## config.mk

```make
export PLATFORM = sky130hd
export DESIGN_NAME = disk_tag_bus_decoder
export DESIGN_NICKNAME = d
export VERILOG_FILES = /design/src/design/pin_sync.v /design/src/design/edge_detect.v /design/src/design/disk_tag_bus_decoder.v
export VERILOG_INCLUDE_DIRS = /design/src /design/src/design
export SDC_FILE = /design/constraint.sdc
export NUM_CORES = 1
export LEC_CHECK = 0
export BUFFER_PORTS_ARGS = -buffer_cell sky130_fd_sc_hd__buf_4
export CORE_AREA = 2 2 92 94
export DETAILED_ROUTE_END_ITERATION = 16
export DIE_AREA = 0 0 94 96
export REMOVE_ABC_BUFFERS = 1
export SKIP_LAST_GASP = 1
export SLEW_MARGIN = 20
export SYNTH_ARGS = -nofsm -noshare
export SYNTH_HDL_FRONTEND = slang
export SYNTH_SLANG_ARGS = --single-unit
```

## constraint.sdc

```tcl
create_clock -name i_clk -period 2.81 [get_ports i_clk]
set_input_delay 0.281 -clock i_clk [delete_from_list [all_inputs] [get_ports i_clk]]
set_output_delay 0.281 -clock i_clk [all_outputs]
set_load 0.01 [all_outputs]
```

## src/design/tag_bus_regs.vh

```
`ifndef TAG_BUS_REGS_VH
`define TAG_BUS_REGS_VH
// bus width, with the optional eleventh bit
`define BUS_W 11
`define CYL_W 11
`define HEAD_W 3
`define UNIT_W 4
// control-select bit positions on the bus
`define CTL_WRITE_GATE 0
`define CTL_READ_GATE 1
`define CTL_FAULT_CLEAR 4
`define CTL_RTZ 6
// optional cylinder bit position
`define CYL_MSB_BIT 10
// unit selected answer bound, in ns, and derived cycle count at 10 ns
`define SEL_RESP_NS 200
`define CLK_PERIOD_NS 10
`define SEL_RESP_CYC (`SEL_RESP_NS / `CLK_PERIOD_NS)
// reset values
`define CYL_RESET 11'h000
`define HEAD_RESET 3'h0
`endif

```

## src/design/pin_sync.v

```verilog
// two-flop synchroniser for a group of asynchronous pins
module pin_sync #(
  parameter W = 1
) (
  input wire i_clk,
  input wire i_rst,
  input wire [W-1:0] i_async,
  output reg [W-1:0] o_sync
);
  reg [W-1:0] meta;

  // first stage feeds only the second stage
  always @(posedge i_clk or posedge i_rst) begin
    if (i_rst) begin
      meta <= {W{1'b0}};
      o_sync <= {W{1'b0}};
    end else begin
      meta <= i_async;
      o_sync <= meta;
    end
  end
endmodule

```

## src/design/edge_detect.v

```verilog
// rising-edge pulse on a group of synchronised levels
module edge_detect #(
  parameter W = 1
) (
  input wire i_clk,
  input wire i_rst,
  input wire [W-1:0] i_level,
  output wire [W-1:0] o_rise
);
  reg [W-1:0] last;

  always @(posedge i_clk or posedge i_rst) begin
    if (i_rst) begin
      last <= {W{1'b0}};
    end else begin
      last <= i_level;
    end
  end

  assign o_rise = i_level & ~last;
endmodule

```

## src/design/disk_tag_bus_decoder.v

```verilog
`include "tag_bus_regs.vh"

module disk_tag_bus_decoder (
  input wire i_clk,
  input wire i_rst,
  // controller side pins
  input wire [`BUS_W-1:0] i_bus,
  input wire i_tag_cyl,
  input wire i_tag_head,
  input wire i_tag_ctl,
  input wire i_unit_tag,
  input wire [`UNIT_W-1:0] i_unit_lines,
  // drive configuration and internal state
  input wire [`UNIT_W-1:0] i_unit_addr,
  input wire i_bit10_enable,
  input wire i_fault_event,
  input wire i_seek_error_event,
  input wire i_seek_done,
  input wire i_at_cyl_zero,
  input wire i_index_mark,
  input wire i_sector_mark,
  input wire i_ready,
  input wire i_write_protect,
  input wire i_write_data,
  input wire i_write_clock,
  input wire i_read_data,
  input wire i_read_clock,
  input wire i_servo_clock,
  // drive-facing outputs
  output reg [`CYL_W-1:0] o_cyl_target,
  output reg o_seek_start,
  output reg [`HEAD_W-1:0] o_head,
  output reg o_write_gate,
  output reg o_read_gate,
  output reg o_rtz_start,
  // status return group, seven lines, only when selected
  output reg o_fault,
  output reg o_seek_error,
  output reg o_on_cylinder,
  output reg o_unit_ready,
  output reg o_write_protected,
  output reg o_index,
  output reg o_sector,
  // radial group
  output reg o_seek_end,
  output reg o_unit_selected,
  output reg o_write_data,
  output reg o_write_clock,
  output reg o_read_data,
  output reg o_read_clock,
  output reg o_servo_clock
);
  wire [`BUS_W-1:0] bus_s;
  wire [2:0] tag_s;
  wire unit_tag_s;
  wire [`UNIT_W-1:0] unit_s;
  wire [3:0] rise;
  wire [2:0] tag_rise;
  wire unit_rise;
  reg selected;
  reg fault;
  reg seek_err;
  reg on_cyl;
  reg seek_busy;
  wire ctl_on;
  wire do_rtz;
  wire do_fclr;

  // every controller pin is asynchronous to the drive clock
  pin_sync #(.W(`BUS_W + 3 + 1 + `UNIT_W)) u_sync (
    .i_clk(i_clk),
    .i_rst(i_rst),
    .i_async({i_bus, i_tag_cyl, i_tag_head, i_tag_ctl, i_unit_tag,
      i_unit_lines}),
    .o_sync({bus_s, tag_s, unit_tag_s, unit_s})
  );

  // tag 1, tag 2 and select strobes act on their leading edge; tag 3 only for rtz
  edge_detect #(.W(4)) u_edge (
    .i_clk(i_clk),
    .i_rst(i_rst),
    .i_level({tag_s, unit_tag_s}),
    .o_rise(rise)
  );
  assign tag_rise = rise[3:1];
  assign unit_rise = rise[0];

  // tag 3 is a level enable while selected
  assign ctl_on = selected & tag_s[0];
  assign do_rtz = tag_rise[0] & selected & bus_s[`CTL_RTZ];
  assign do_fclr = ctl_on & bus_s[`CTL_FAULT_CLEAR];

  // selection: latch on leading edge, drop when tag falls
  // two sync flops plus this one stay well inside 200 ns
  always @(posedge i_clk or posedge i_rst) begin
    if (i_rst) begin
      selected <= 1'b0;
    end else if (unit_rise) begin
      selected <= (unit_s == i_unit_addr);
    end else if (!unit_tag_s) begin
      selected <= 1'b0;
    end
  end

  // cylinder capture; a held tag 1 cannot start a second seek
  always @(posedge i_clk or posedge i_rst) begin
    if (i_rst) begin
      o_cyl_target <= `CYL_RESET;
    end else if (do_rtz) begin
      o_cyl_target <= `CYL_RESET;
    end else if (tag_rise[2] && selected) begin
      // optional top bit is masked unless strapped on
      o_cyl_target <= {bus_s[`CYL_MSB_BIT] & i_bit10_enable,
        bus_s[`CYL_MSB_BIT-1:0]};
    end
  end

  // head capture; only the low three bits carry meaning
  always @(posedge i_clk or posedge i_rst) begin
    if (i_rst) begin
      o_head <= `HEAD_RESET;
    end else if (do_rtz) begin
      o_head <= `HEAD_RESET;
    end else if (tag_rise[1] && selected) begin
      o_head <= bus_s[`HEAD_W-1:0];
    end
  end

  // one-cycle start pulses; rtz wins over a seek on the same edge
  always @(posedge i_clk or posedge i_rst) begin
    if (i_rst) begin
      o_seek_start <= 1'b0;
      o_rtz_start <= 1'b0;
    end else begin
      o_rtz_start <= do_rtz;
      o_seek_start <= tag_rise[2] & selected & ~do_rtz;
    end
  end

  // write gate follows its bus bit only while tag 3 is held
  always @(posedge i_clk or posedge i_rst) begin
    if (i_rst) begin
      o_write_gate <= 1'b0;
    end else begin
      o_write_gate <= ctl_on & bus_s[`CTL_WRITE_GATE];
    end
  end

  // read gate, same level rule as the write gate
  always @(posedge i_clk or posedge i_rst) begin
    if (i_rst) begin
      o_read_gate <= 1'b0;
    end else begin
      o_read_gate <= ctl_on & bus_s[`CTL_READ_GATE];
    end
  end

  // latched fault; a new fault wins over a clear in the same cycle
  always @(posedge i_clk or posedge i_rst) begin
    if (i_rst) begin
      fault <= 1'b0;
    end else if (i_fault_event) begin
      fault <= 1'b1;
    end else if (do_fclr || do_rtz) begin
      fault <= 1'b0;
    end
  end

  // latched seek error; only a return to zero clears it
  always @(posedge i_clk or posedge i_rst) begin
    if (i_rst) begin
      seek_err <= 1'b0;
    end else if (i_seek_error_event) begin
      seek_err <= 1'b1;
    end else if (do_rtz) begin
      seek_err <= 1'b0;
    end
  end

  // seek in progress; on cylinder drops as soon as a seek starts
  always @(posedge i_clk or posedge i_rst) begin
    if (i_rst) begin
      seek_busy <= 1'b0;
      on_cyl <= 1'b0;
    end else if (o_seek_start || o_rtz_start) begin
      seek_busy <= 1'b1;
      on_cyl <= 1'b0;
    end else if (i_seek_done) begin
      seek_busy <= 1'b0;
      on_cyl <= 1'b1;
    end
  end

  // fault line, held low while another drive owns the bus
  always @(posedge i_clk or posedge i_rst) begin
    if (i_rst) begin
      o_fault <= 1'b0;
    end else begin
      o_fault <= selected & fault;
    end
  end

  // seek error line, selected drive only
  always @(posedge i_clk or posedge i_rst) begin
    if (i_rst) begin
      o_seek_error <= 1'b0;
    end else begin
      o_seek_error <= selected & seek_err;
    end
  end

  // on cylinder line, selected drive only
  always @(posedge i_clk or posedge i_rst) begin
    if (i_rst) begin
      o_on_cylinder <= 1'b0;
    end else begin
      o_on_cylinder <= selected & on_cyl;
    end
  end

  // ready line, selected drive only
  always @(posedge i_clk or posedge i_rst) begin
    if (i_rst) begin
      o_unit_ready <= 1'b0;
    end else begin
      o_unit_ready <= selected & i_ready;
    end
  end

  // write protected line, selected drive only
  always @(posedge i_clk or posedge i_rst) begin
    if (i_rst) begin
      o_write_protected <= 1'b0;
    end else begin
      o_write_protected <= selected & i_write_protect;
    end
  end

  // index and sector marks; one flop of delay on both keeps them aligned
  always @(posedge i_clk or posedge i_rst) begin
    if (i_rst) begin
      o_index <= 1'b0;
      o_sector <= 1'b0;
    end else begin
      o_index <= selected & i_index_mark;
      o_sector <= selected & i_sector_mark;
    end
  end

  // seek end is radial, so it is not gated by selection
  always @(posedge i_clk or posedge i_rst) begin
    if (i_rst) begin
      o_seek_end <= 1'b0;
    end else begin
      o_seek_end <= (on_cyl | seek_err) & ~seek_busy;
    end
  end

  // unit selected answer, one flop after the selection latch
  always @(posedge i_clk or posedge i_rst) begin
    if (i_rst) begin
      o_unit_selected <= 1'b0;
    end else begin
      o_unit_selected <= selected;
    end
  end

  // radial write pair, registered to keep outputs flopped
  always @(posedge i_clk or posedge i_rst) begin
    if (i_rst) begin
      o_write_data <= 1'b0;
      o_write_clock <= 1'b0;
    end else begin
      o_write_data <= i_write_data;
      o_write_clock <= i_write_clock;
    end
  end

  // radial read pair; data stays quiet unless read gate is on
  always @(posedge i_clk or posedge i_rst) begin
    if (i_rst) begin
      o_read_data <= 1'b0;
      o_read_clock <= 1'b0;
    end else begin
      o_read_data <= i_read_data & o_read_gate;
      o_read_clock <= i_read_clock;
    end
  end

  // servo clock, free running on its radial line
  always @(posedge i_clk or posedge i_rst) begin
    if (i_rst) begin
      o_servo_clock <= 1'b0;
    end else begin
      o_servo_clock <= i_servo_clock;
    end
  end
endmodule

```

Word-level counts from Yosys, hierarchy flattened:

Cells that the tools add are included.

* register bits after elaboration: 79
* bits of input ports: 39
* output and inout port bits: 32

* eq/ne operators: 2
* muxes and demuxes: 14
* bitwise gates (word level): 23
* reduce and logical (&&, ||, !) cells: 9

Operators with widths (number)
* $mux 11: 2
* $and 1x1->1: 18
* $mux 1: 10
* $reduce_bool 2->1: 5
* $mux 3: 2
* $and 4x4->4: 1
* $eq 4x4->1: 1
* $not 4->4: 1
* $logic_and 1x1->1: 2
* $logic_or 1x1->1: 2
* $ne 2x2->1 const B: 1
* $not 1->1: 2
* $or 1x1->1: 1

Longest topological paths before layout:

Gate-level depths: netlist (run 1).

* depth after elaboration: 7
* gate-level depth with buffers: 4
* mapped depth without buffers: 3

By module:

From an unflattened synthesis (run 1), not the netlist that was laid out.

* cells, all modules: 144
* area total of the unflattened synthesis: 2442.3 µm²

Modules (own cells, without submodules)
* disk_tag_bus_decoder: instances 1, cells an instance 96, area each 1328.8 µm², seq. area each 925.9 µm²
* pin_sync: instances 1, cells an instance 39, area each 954.7 µm², seq. area each 950.9 µm²
* edge_detect: instances 1, cells an instance 9, area each 158.9 µm², seq. area each 100.1 µm²

Worst setup path before layout (run 1):

OpenSTA, ideal clock, no wires.

* kind: reg2reg
* start: reg u_edge.last[1]
* end: reg o_cyl_target[3]
* library setup time: 0.121 ns
* arrival time: 1.060 ns
* required time: 2.689 ns
* setup slack: 1.629 ns
* cell stages (with the launch flop): 5
* path buffers: 1
* clock period less this slack: 1.181 ns
* cells stage by stage: dfrtp_1 > and3b_1 > and3b_2 > buf_6 > a22o_1

* longest elaborated chain between the ends: 5
* elaborated cells between the ends (all ways): 6

RTL lines
* from (decl): RTL line edge_detect.v:10 `reg [W-1:0] last;`
* from (signal assigned): RTL line edge_detect.v:14 `last <= {W{1'b0}};`
* from (signal assigned): RTL line edge_detect.v:16 `last <= i_level;`
* $not 4->4 *: RTL line edge_detect.v:20 `assign o_rise = i_level & ~last;`
* $and 4x4->4 *: RTL line edge_detect.v:20
* $and 1x1->1 * (2 in a row): RTL line disk_tag_bus_decoder.v:90 `` assign do_rtz = tag_rise[0] & selected & bus_s[`CTL_RTZ]; ``
* $mux 11 or $reduce_bool 2->1 (tied branches)
* to (signal assigned): RTL line disk_tag_bus_decoder.v:108 `` o_cyl_target <= `CYL_RESET; ``
* to (signal assigned): RTL line disk_tag_bus_decoder.v:110 `` o_cyl_target <= `CYL_RESET; ``
* to (signal assigned): RTL line disk_tag_bus_decoder.v:113 `` o_cyl_target <= {bus_s[`CYL_MSB_BIT] & i_bit10_enable, ``
* to (decl): RTL line disk_tag_bus_decoder.v:30 `` output reg [`CYL_W-1:0] o_cyl_target, ``

Mark *: on every way between the ends. The rest lies on a longest branch, timed or not.
A chain may end at the register's enable or synchronous reset.

Worst setup path in the final report (run 1):

* start: reg u_sync.o_sync[5]
* end: reg o_cyl_target[9]

* longest elaborated chain between the ends: 4
* elaborated cells between the ends (all ways): 5

RTL lines
* from (decl): RTL line pin_sync.v:8 `output reg [W-1:0] o_sync`
* from (signal assigned): RTL line pin_sync.v:16 `o_sync <= {W{1'b0}};`
* from (signal assigned): RTL line pin_sync.v:19 `o_sync <= meta;`
* $and 4x4->4 *: RTL line edge_detect.v:20
* $and 1x1->1 * (2 in a row): RTL line disk_tag_bus_decoder.v:90
* $mux 11 or $reduce_bool 2->1 (tied branches)

Marks and branches as above.

==> results.yml, run 1 <==
logic_synthesis:
  syn_area_per_cell_um2: 17.56
  yosysSeqAreaShare_pct: 83.38
  ys_types: 26
  syn_area_um2: 2371
  synth_top_cell_area_share_pct: 83.38
  ys_ff_latch: 79
  synth_top_area_cell: "dfrtp_1"
  ys.flop_type: "dfrtp_1"
  ys_async_sr_fraction_pct: 100.0
  synth_commonest_cells: "79 x dfrtp_1, 9 x a22o_1, 8 x and2_1"
  yosysMostFrequentCell: "dfrtp_1"
  yosysWarningCount: 0
  syn_inst: 135
  synth_area_leaders: "dfrtp_1 83%, a22o_1 3.3%, and2_1 2.1%"
  synth_edf_count: 0
clocking:
  htreeDepth: 3
  cts_resized: 0
  numCtsBuffers: 9
  ctsHoldBuffers: 1
  cts_tree: "built"
  cts.clk_slew.worst_paths_ns: 0.08
  clockBufferDepth: 2
  cts_root_buf: "clkbuf_8"
  post_cts_buffers: 0
  numClockSinks: 79
  clkLatencyLatePin_ns: 0.35
floorplan:
  core-area_um2: 8051
  die_height_um: 96
  dieArea_um2: 9024
  dieWidth_um: 94
  num_rows: 33
  initial_core_util_pct: 29.45
  ios: 71
pwr:
  ir_drop_mv: 0.3352
  p_per_area_nw_per_um2: 695.7
  p_leak_nw: 1.643
min_path:
  hold_class: "primary input to register"
  hold_end: "u_sync.meta[17]"
  hold_start: "i_bus[9]"
  whs_path_depth: 1
timing:
  slew_viol_final: 0
  rsz0062_at_grt: "false"
  min_period_ns: 1.687
  slew_headroom_pct: 40.68
  hold_viol: 0
  setup-violations-final: 0
  finalWorstSetupSlack_ns: 1.123
  max_freq_ghz: 0.5929
  tightest_slew_ns: 0.8839
  setup_tns_ns: 0
  clock-skew-final_ns: 0.01114
  min_period_over_period_pct: 60.02
critical_path:
  worstPathRequired_ns: 3.09
  crit_cells: 3
  ff2ff_setup_slack_ns: 1.12
  max_stage_delay_ns: 0.70
  reg2reg_depth: 3
  worstSetupStartpointType: "register"
  crit_path_end_kind: "register"
  crit_fanout: 11
  path_delay_family: "compound AO/OA/AOI/OAI gates"
  rr_startpoint: "u_sync.o_sync[5]"
  r2r-end: "o_cyl_target[9]"
  crit_path_top_delay_cell: "o21ai_1"
  path_class: "register to register"
  cp_data_arrival_time_ns: 1.97
  path_buf_inv: 0
  path_cells: "and3b_1, o21ai_1, a22o_2"
detailed_routing:
  antenna_left: 0
  viasPerCell: 4.027
  wl_per_cell_um: 12.20
  num_vias: 1345
  first_pass_iters: 4
  drc: 0
  wl_um: 4076
  drt-initial-drc-count: 25
cells_and_area:
  fill_cells: 731
  insertedDiodeCount: 0
  area_delta_synth_final_pct: 40.95
  final_util_pct: 41.51
  multi_input_area_um2: 357.8
  final_cell_area_um2: 3342
  nets: 263
  regArea_um2: 1977
  drive_gt1_share_pct: 41.05
global_routing:
  antenna_found_initial: 0
  grt_pass1_vias: 1306
  overflow: 0
  grt_max_degree: 32
  grt_use_total_pct: 10.18
  grt_pass1_wl_um: 6575
place:
  placed_cell_area_um2: 3012
  place_congestion: 0.6814
  portBuffers: 69
  dp_hpwl_um: 2759
  post-place-ws_ns: 1.103
status:
  run_status: "finished, final reports clean"
run:
  max_cap_viol_count: 0
-- final cells by class --
class / count / area share [%]
multi-input combinational: 49 / 10.71
clock inverter: 6 / 2.770
sequential: 79 / 59.15
clock buffer: 10 / 3.819
inverter: 3 / 0.3744
timing repair buffer: 82 / 19.24
tap: 105 / 3.931
-- cells by family (layout without fill, tap and decap cells) --
group	count (synthesis)	in the layout	share of synthesized area [%]
AO/OA/AOI/OAI	17	17	5.858
XOR/XNOR	4	4	1.477
buffers and inverters	7	101	1.530
flip-flops	79	79	83.38
multiplexers	3	3	1.267
AND/OR/NAND/NOR	25	25	6.491
-- flip-flops by register name (all words and copies together), names as in the netlist, 3 cells and up --
signal	count
u_sync.o_sync	19
o_cyl_target	11
u_sync.meta	19
u_edge.last	4
o_head	3
-- layout by cell type (no fill, tap or decap), drive strengths merged --
cell          n
and4b         1
a32o          1
xnor2         4
nand3         2
dfrtp        79
clkinvlp      2
a21o          1
a31o          1
clkbuf       10
nor2b         1
nand3b        1
nand4         1
o21a          1
buf          71
and3b         2
dlygate4sd3  11
bufinv        2
a22o         10
and3          2
nor2          6
mux2i         3
o21ai         3
and2          8
inv           4
clkinv        1
nand2b        1
-- worst reg2reg max path, cell delays in order, from the launching register on --
cell and delay [ns]:
dfrtp_1 0.45, and3b_1 0.20, o21ai_1 0.70, a22o_2 0.27
-- power breakdown --
group	total, W	internal [W]	leakage [nW]	switching, W
registers	0.00123	0.00120	0.971	0.0000316
clock network	0.000910	0.000506	0.104	0.000404
logic	0.000183	0.000110	0.569	0.0000725
-- stage by stage --
step	power, W	cells	hold slack [ns]
floorplan	0.001316	131	0.3124
global placement	0.001427	307	0.2667
detailed placement	0.001432	307	0.2735
CTS	0.002361	324	0.007879
global route	0.002455	334	0.0006406
finish	0.002325	334	0.03725
-- worst max-delay path by stage --
stage,start,endpoint,slack [ns]
after floorplan,i_rst,fault,0.51
after global placement,u_sync.o_sync[5],o_cyl_target[9],1.13
after detailed placement,u_sync.o_sync[5],o_cyl_target[9],1.10
after CTS,u_sync.o_sync[5],o_cyl_target[9],1.08
after global routing,u_sync.o_sync[5],o_cyl_target[9],0.95
final,u_sync.o_sync[5],o_cyl_target[9],1.12
-- routing by layer --
layer / vias to the layer above / wire length [um] / part of all wire [%] / track usage, %
li1: 630 / - / - / -
met1: 648 / 1809 / 44 / 12.79
met2: 57 / 1812 / 44 / 14.17
met3: 10 / 378 / 9.3 / 6.030
met4: 0 / 75 / 1.8 / 4.348
met5: - / 0 / 0 / 0
Note: power is estimated with default switching activity, not from simulation.
==> inputs of run 2 (changes only) <==
Settings changed: ABC_AREA set to 1, CORE_AREA 2 2 92 94 to 2 2 94 96, DIE_AREA 0 0 94 96 to 0 0 96 98.
Clock period 2.81 ns to 1.6 ns, I/O delays scaled along.
==> results.yml, run 2 <==
status:
  run_status: "finished, final reports clean"
floorplan:
  initial_core_util_pct: 29.29
  ios: 71
  dieWidth_um: 96
  die_height_um: 98
  core-area_um2: 8466
  dieArea_um2: 9408
  num_rows: 34
cells_and_area:
  fill_cells: 801
  area_delta_synth_final_pct: 47.63
  final_common_cell: "dfrtp_1"
  drive_gt1_share_pct: 30.74
  final_cell_mix: "79 x dfrtp_1, 71 x buf_4, 60 x nand2_1, 29 x dlygate4sd3_1, 23 x inv_1"
  final_util_pct: 43.25
  largest_registers: "u_sync.meta (19), u_sync.o_sync (19), o_cyl_target (11)"
  nets: 343
  fin_cells: 417
  insertedDiodeCount: 0
timing:
  hold_viol: 0
  rsz0062_at_grt: "false"
  min_period_ns: 1.309
  slew_viol_final: 0
  slew_headroom_pct: 75.70
  setup-violations-final: 0
  min_period_over_period_pct: 81.79
  max_freq_ghz: 0.7641
  finalWorstSetupSlack_ns: 0.2913
  tightest_slew_ns: 0.3640
  clock-skew-final_ns: 0.007441
  whs_ns: 0.01740
critical_path:
  worstPathRequired_ns: 1.88
  ff2ff_setup_slack_ns: 0.29
  worstSetupStartpointType: "register"
  crit_fanout: 12
  cp_data_arrival_time_ns: 1.59
  path_class: "register to register"
  reg2reg_depth: 7
  r2r-end: "o_cyl_target[3]"
  crit_path_end_kind: "register"
  cp-startpoint: "selected"
  rr_startpoint: "selected"
min_path:
  hold_end: "seek_busy"
  hold_class: "primary input to register"
  whs_path_depth: 2
  hold_start: "i_seek_done"
global_routing:
  use_met2_pct: 17.47
  grt_use_met3_pct: 2.932
  grt_use_total_pct: 10.64
  grt_busiest_layer: "met2"
  grt_pass1_vias: 1640
  met1_usage_pct: 12.51
  grt_pass1_wl_um: 7507
  overflow: 0
  grt_max_degree: 43
  antenna_found_initial: 0
clocking:
  cts_resized: 0
  htreeDepth: 3
  cts.clk_slew.worst_paths_ns: 0.07
  cts_root_buf: "clkbuf_8"
  clockBufferDepth: 2
  numCtsBuffers: 9
  numClockSinks: 79
  cts_tree: "built"
  clkLatencyLatePin_ns: 0.34
logic_synthesis:
  ys_async_sr_fraction_pct: 100.0
  yosysMostFrequentCell: "dfrtp_1"
  syn_area_per_cell_um2: 12.72
  yosysWarningCount: 0
  synth_area_leaders: "dfrtp_1 80%, nand2_1 9.1%, inv_1 3.6%"
  yosysSeqAreaShare_pct: 79.72
  synth_top_area_cell: "dfrtp_1"
  ys_types: 19
  ys_ff_latch: 79
  synth_top_cell_area_share_pct: 79.72
  syn_inst: 195
  synth_commonest_cells: "79 x dfrtp_1, 60 x nand2_1, 24 x inv_1"
  syn_area_um2: 2480
  synth_edf_count: 0
  ys.flop_type: "dfrtp_1"
pwr:
  p_switching_w: 0.0009537
  p_leak_nw: 1.942
  power_w: 0.004258
  p_comb_share_pct: 10.1
  p_clk_share_pct: 38.4
  internal-power_w: 0.003304
  switching_share_pct: 22.40
  ir_drop_mv: 0.4610
  p_per_area_nw_per_um2: 1163
  seqPwrFrac_pct: 51.6
detailed_routing:
  drc: 0
  wl_per_cell_um: 10.69
  first_pass_iters: 4
  wl_um: 4456
  num_vias: 1643
  antenna_left: 0
  drt-initial-drc-count: 66
  viasPerCell: 3.940
place:
  dp_hpwl_um: 3001
  dp_cells: 372
  place_congestion: 0.6446
  post-place-ws_ns: 0.2718
  portBuffers: 69
run:
  max_cap_viol_count: 0
-- run 2: cell count changes after synthesis, moves of 4 or more --
| cell | previous run | this run |
|---|---|---|
| nand2_1 | 0 | 60 |
| and2_1 | 8 | 0 |
| inv_1 | 3 | 24 |
| xnor2_1 | 4 | 0 |
| a22o_1 | 9 | 0 |
-- run 2: power groups by stage --
stage	Sequential, W	Clock (W)	Combinational, W
floorplan	0.00226	0	0.000110
global placement	0.00223	0	0.000377
detailed placement	0.00224	0	0.000384
CTS	0.00220	0.00170	0.000439
global route	0.00221	0.00181	0.000478
finish	0.00220	0.00163	0.000429
-- run 2: layout make-up --
| class | instances | area [um2] | share of cell area [%] |
|---|---|---|---|
| Multi-Input combinational cell | 87 | 375.4 | 10.25 |
| Tap cell | 108 | 135.1 | 3.691 |
| Timing Repair Buffer | 101 | 843.3 | 23.03 |
| Clock buffer | 10 | 137.6 | 3.759 |
| Inverter | 26 | 101.3 | 2.768 |
| Clock inverter | 6 | 91.34 | 2.495 |
| Sequential cell | 79 | 1977 | 54.00 |
-- run 2: stage by stage --
stage | setup TNS, ns | cell area [um2]
2_1_floorplan | -46.09 | 2452
3_3_place_gp | 0 | 3142
3_5_place_dp | 0 | 3142
4_1_cts | 0 | 3661
5_1_grt | 0 | 3661
6_report | 0 | 3661
-- run 2: worst max-delay path, cell delays in order (launching register included) --
cell,delay (ns)
dfrtp_1,0.49
nand2_2,0.14
inv_2,0.04
nand2_2,0.11
inv_4,0.07
nor2_4,0.25
nand2_1,0.09
nand2_1,0.06
-- run 2: worst max path at each step --
| stage | slack, ns | cells past startpoint | end |
|---|---|---|---|
| floorplan | -0.58 | 1 | fault |
| global placement | 0.31 | 7 | o_cyl_target[10] |
| detailed placement | 0.27 | 7 | o_cyl_target[8] |
| CTS | 0.25 | 7 | o_cyl_target[3] |
| global route | 0.12 | 7 | o_cyl_target[3] |
| finish | 0.29 | 7 | o_cyl_target[3] |
-- run 2: repair_timing --
action                    4_1_cts  5_1_grt
hold buffers                   29        0
hold endpoints to repair       46        0
buffers inserted                0        0
-- run 2: cell families (layout without fill, tap and decap cells) --
logic type	Yosys count	after routing	share of synthesized area [%]
AOI/OAI and AO/OA	7	7	1.715
buffers and inverters	29	143	5.146
DFF	79	79	79.72
and+or+nand+nor	80	80	13.42
-- run 2: metal layers --
layer / vias to the layer above / share of wire (%) / wire length [um]
met4: 0 / 1.6 / 70
li1: 801 / - / -
met5: - / 0 / 0
met3: 9 / 5.2 / 231
met1: 788 / 41 / 1837
met2: 45 / 52 / 2316
==> inputs of run 3 (changes only) <==
Clock period 1.6 ns to 1.05 ns, I/O delays scaled along.
==> results.yml, run 3 (synthesis results as in run 2) <==
status:
  run_status: "finished with violations"
  violations: "negative setup slack"
pwr:
  p_leak_nw: 1.991
  ir_drop_mv: 0.6166
  p_comb_share_pct: 11.5
  switching_share_pct: 24.45
  p_clk_share_pct: 33.2
  internal-power_w: 0.004575
  seqPwrFrac_pct: 55.3
  p_switching_w: 0.001481
  p_per_area_nw_per_um2: 1604
critical_path:
  crit_path_end_kind: "register"
  cp_common_cell: "nand2_2"
  crit_fanout: 5
  path_class: "register to register"
  max_stage_delay_ns: 0.42
  crit_path_top_delay_cell: "dfrtp_1"
  worstSetupStartpointType: "register"
  path_buf_inv: 3
  worstPathRequired_ns: 1.34
  cp_data_arrival_time_ns: 1.34
  path_delay_family: "flip-flops"
  path_cells: "nand2_2, inv_2, nand2_4, inv_4, nor2_4, buf_6, nand2_2, nand2_2"
floorplan:
  dieWidth_um: 96
  ios: 71
  dieArea_um2: 9408
  core-area_um2: 8466
  num_rows: 34
  die_height_um: 98
  initial_core_util_pct: 29.29
clocking:
  cts_tree: "built"
  cts_root_buf: "clkbuf_8"
  clkLatencyLatePin_ns: 0.34
  htreeDepth: 3
  numCtsBuffers: 9
  clockBufferDepth: 2
  cts.clk_slew.worst_paths_ns: 0.08
  numClockSinks: 79
global_routing:
  antenna_found_initial: 0
  grt_max_degree: 56
  grt_use_total_pct: 10.54
  grt_pass1_wl_um: 7424
  grt_pass1_vias: 1639
  overflow: 0
cells_and_area:
  insertedDiodeCount: 0
  nets: 355
  final_cell_mix: "79 x dfrtp_1, 76 x buf_4, 53 x nand2_1, 32 x dlygate4sd3_1, 22 x inv_1"
  regArea_um2: 1977
  drive_gt1_share_pct: 36.14
  final_common_cell: "dfrtp_1"
  fill_cells: 804
  multi_input_area_um2: 425.4
  largest_registers: "u_sync.meta (19), u_sync.o_sync (19), o_cyl_target (11)"
  final_util_pct: 44.59
  area_delta_synth_final_pct: 52.22
detailed_routing:
  first_pass_iters: 3
  antenna_left: 0
  drc: 0
  num_vias: 1655
  wl_per_cell_um: 10.68
  drt-initial-drc-count: 31
  wl_um: 4581
  viasPerCell: 3.858
timing:
  max_freq_ghz: 0.9508
  tightest_slew_ns: 0.2930
  clock-skew-final_ns: 0.009288
  setup-violations-final: 1
  slew_viol_final: 0
  finalWorstSetupSlack_ns: -0.001725
  min_period_ns: 1.052
  rsz0062_at_grt: "true"
  slew_headroom_pct: 80.47
  hold_viol: 0
  min_period_over_period_pct: 100.2
run:
  max_cap_viol_count: 0
place:
  portBuffers: 69
  post-place-ws_ns: -0.1443
  place_congestion: 0.6553
  dp_hpwl_um: 3058
min_path:
  hold_class: "primary input to register"
[run 3: cell types whose count changed in the layout (fill, tap and decap cells not counted), moves of 3 or more]
cell / delta
buf_4: +5
buf_6: +4
dlygate4sd3_1: +3
nand2_1: -7
nand2_2: +6
[run 3: worst min-delay path: cells and delay by family]
kind / cells / cell delay (ns)
buf+inv: 2 / 0.12
simple gates: 3 / 0.14
[run 3: layout make-up]
class | count | area share, %
Inverter | 26 | 2.685
Clock inverter | 6 | 1.127
Clock buffer | 10 | 3.646
Tap cell | 108 | 3.580
Timing Repair Buffer | 113 | 25.32
Sequential cell | 79 | 52.37
Multi-Input combinational cell | 87 | 11.27
[run 3: metrics by stage]
| stage | instances | area, um2 | total power (W) | setup TNS (ns) | hold WS [ns] |
|---|---|---|---|---|---|
| after floorplan | 192 | 2452 | 0.003614 | -86.36 | 0.1364 |
| after global placement | 376 | 3172 | 0.003982 | -0.5252 | 0.1850 |
| after detailed placement | 376 | 3172 | 0.003999 | -1.340 | 0.1997 |
| after CTS | 426 | 3711 | 0.006156 | -0.6410 | 0.03177 |
| after global routing | 429 | 3775 | 0.006386 | -0.8223 | 0.06311 |
| final | 429 | 3775 | 0.006055 | -0.001725 | 0.04529 |
[run 3: what timing repair did]
action / CTS / global route
cloned: 0 / 0
hold endpoints to repair: 111 / 0
buffers inserted: 2 / 3
hold buffers: 32 / 0
resized for setup: 7 / 12
endpoints found under the setup margin: 16 / 17
pin swaps: 3 / 7
[run 3: power by group through the flow]
stage | registers, W | logic (W) | clock network (W)
after global placement | 0.00340 | 0.000580 | 0
after CTS | 0.00335 | 0.000699 | 0.00211
after detailed placement | 0.00340 | 0.000596 | 0
after floorplan | 0.00345 | 0.000168 | 0
after global routing | 0.00337 | 0.000770 | 0.00224
final | 0.00335 | 0.000696 | 0.00201
[run 3: layer usage]
layer / share of wire (%) / track usage (%) / vias up
met3: 6.0 / 3.472 / 10
li1: - / - / 822
met4: 2.5 / 5.604 / 0
met1: 42 / 12.40 / 779
met5: 0 / 0 / -
met2: 49 / 16.88 / 44
[run 3: path summary, 6_finish.rpt]
check                                 from                 to  slack [ns]  cells after the start
hold / removal              i_bit10_enable   o_cyl_target[10]        0.05                      5
setup / recovery                  selected    o_cyl_target[2]      -0.002                      8
max in group asynchronous            i_rst         o_seek_end        0.42                      4
min in group asynchronous            i_rst   o_cyl_target[10]        0.37                      4
setup reg to reg                  selected    o_cyl_target[2]      -0.002                      8
hold reg to reg            u_sync.meta[10]  u_sync.o_sync[10]        0.35                      0
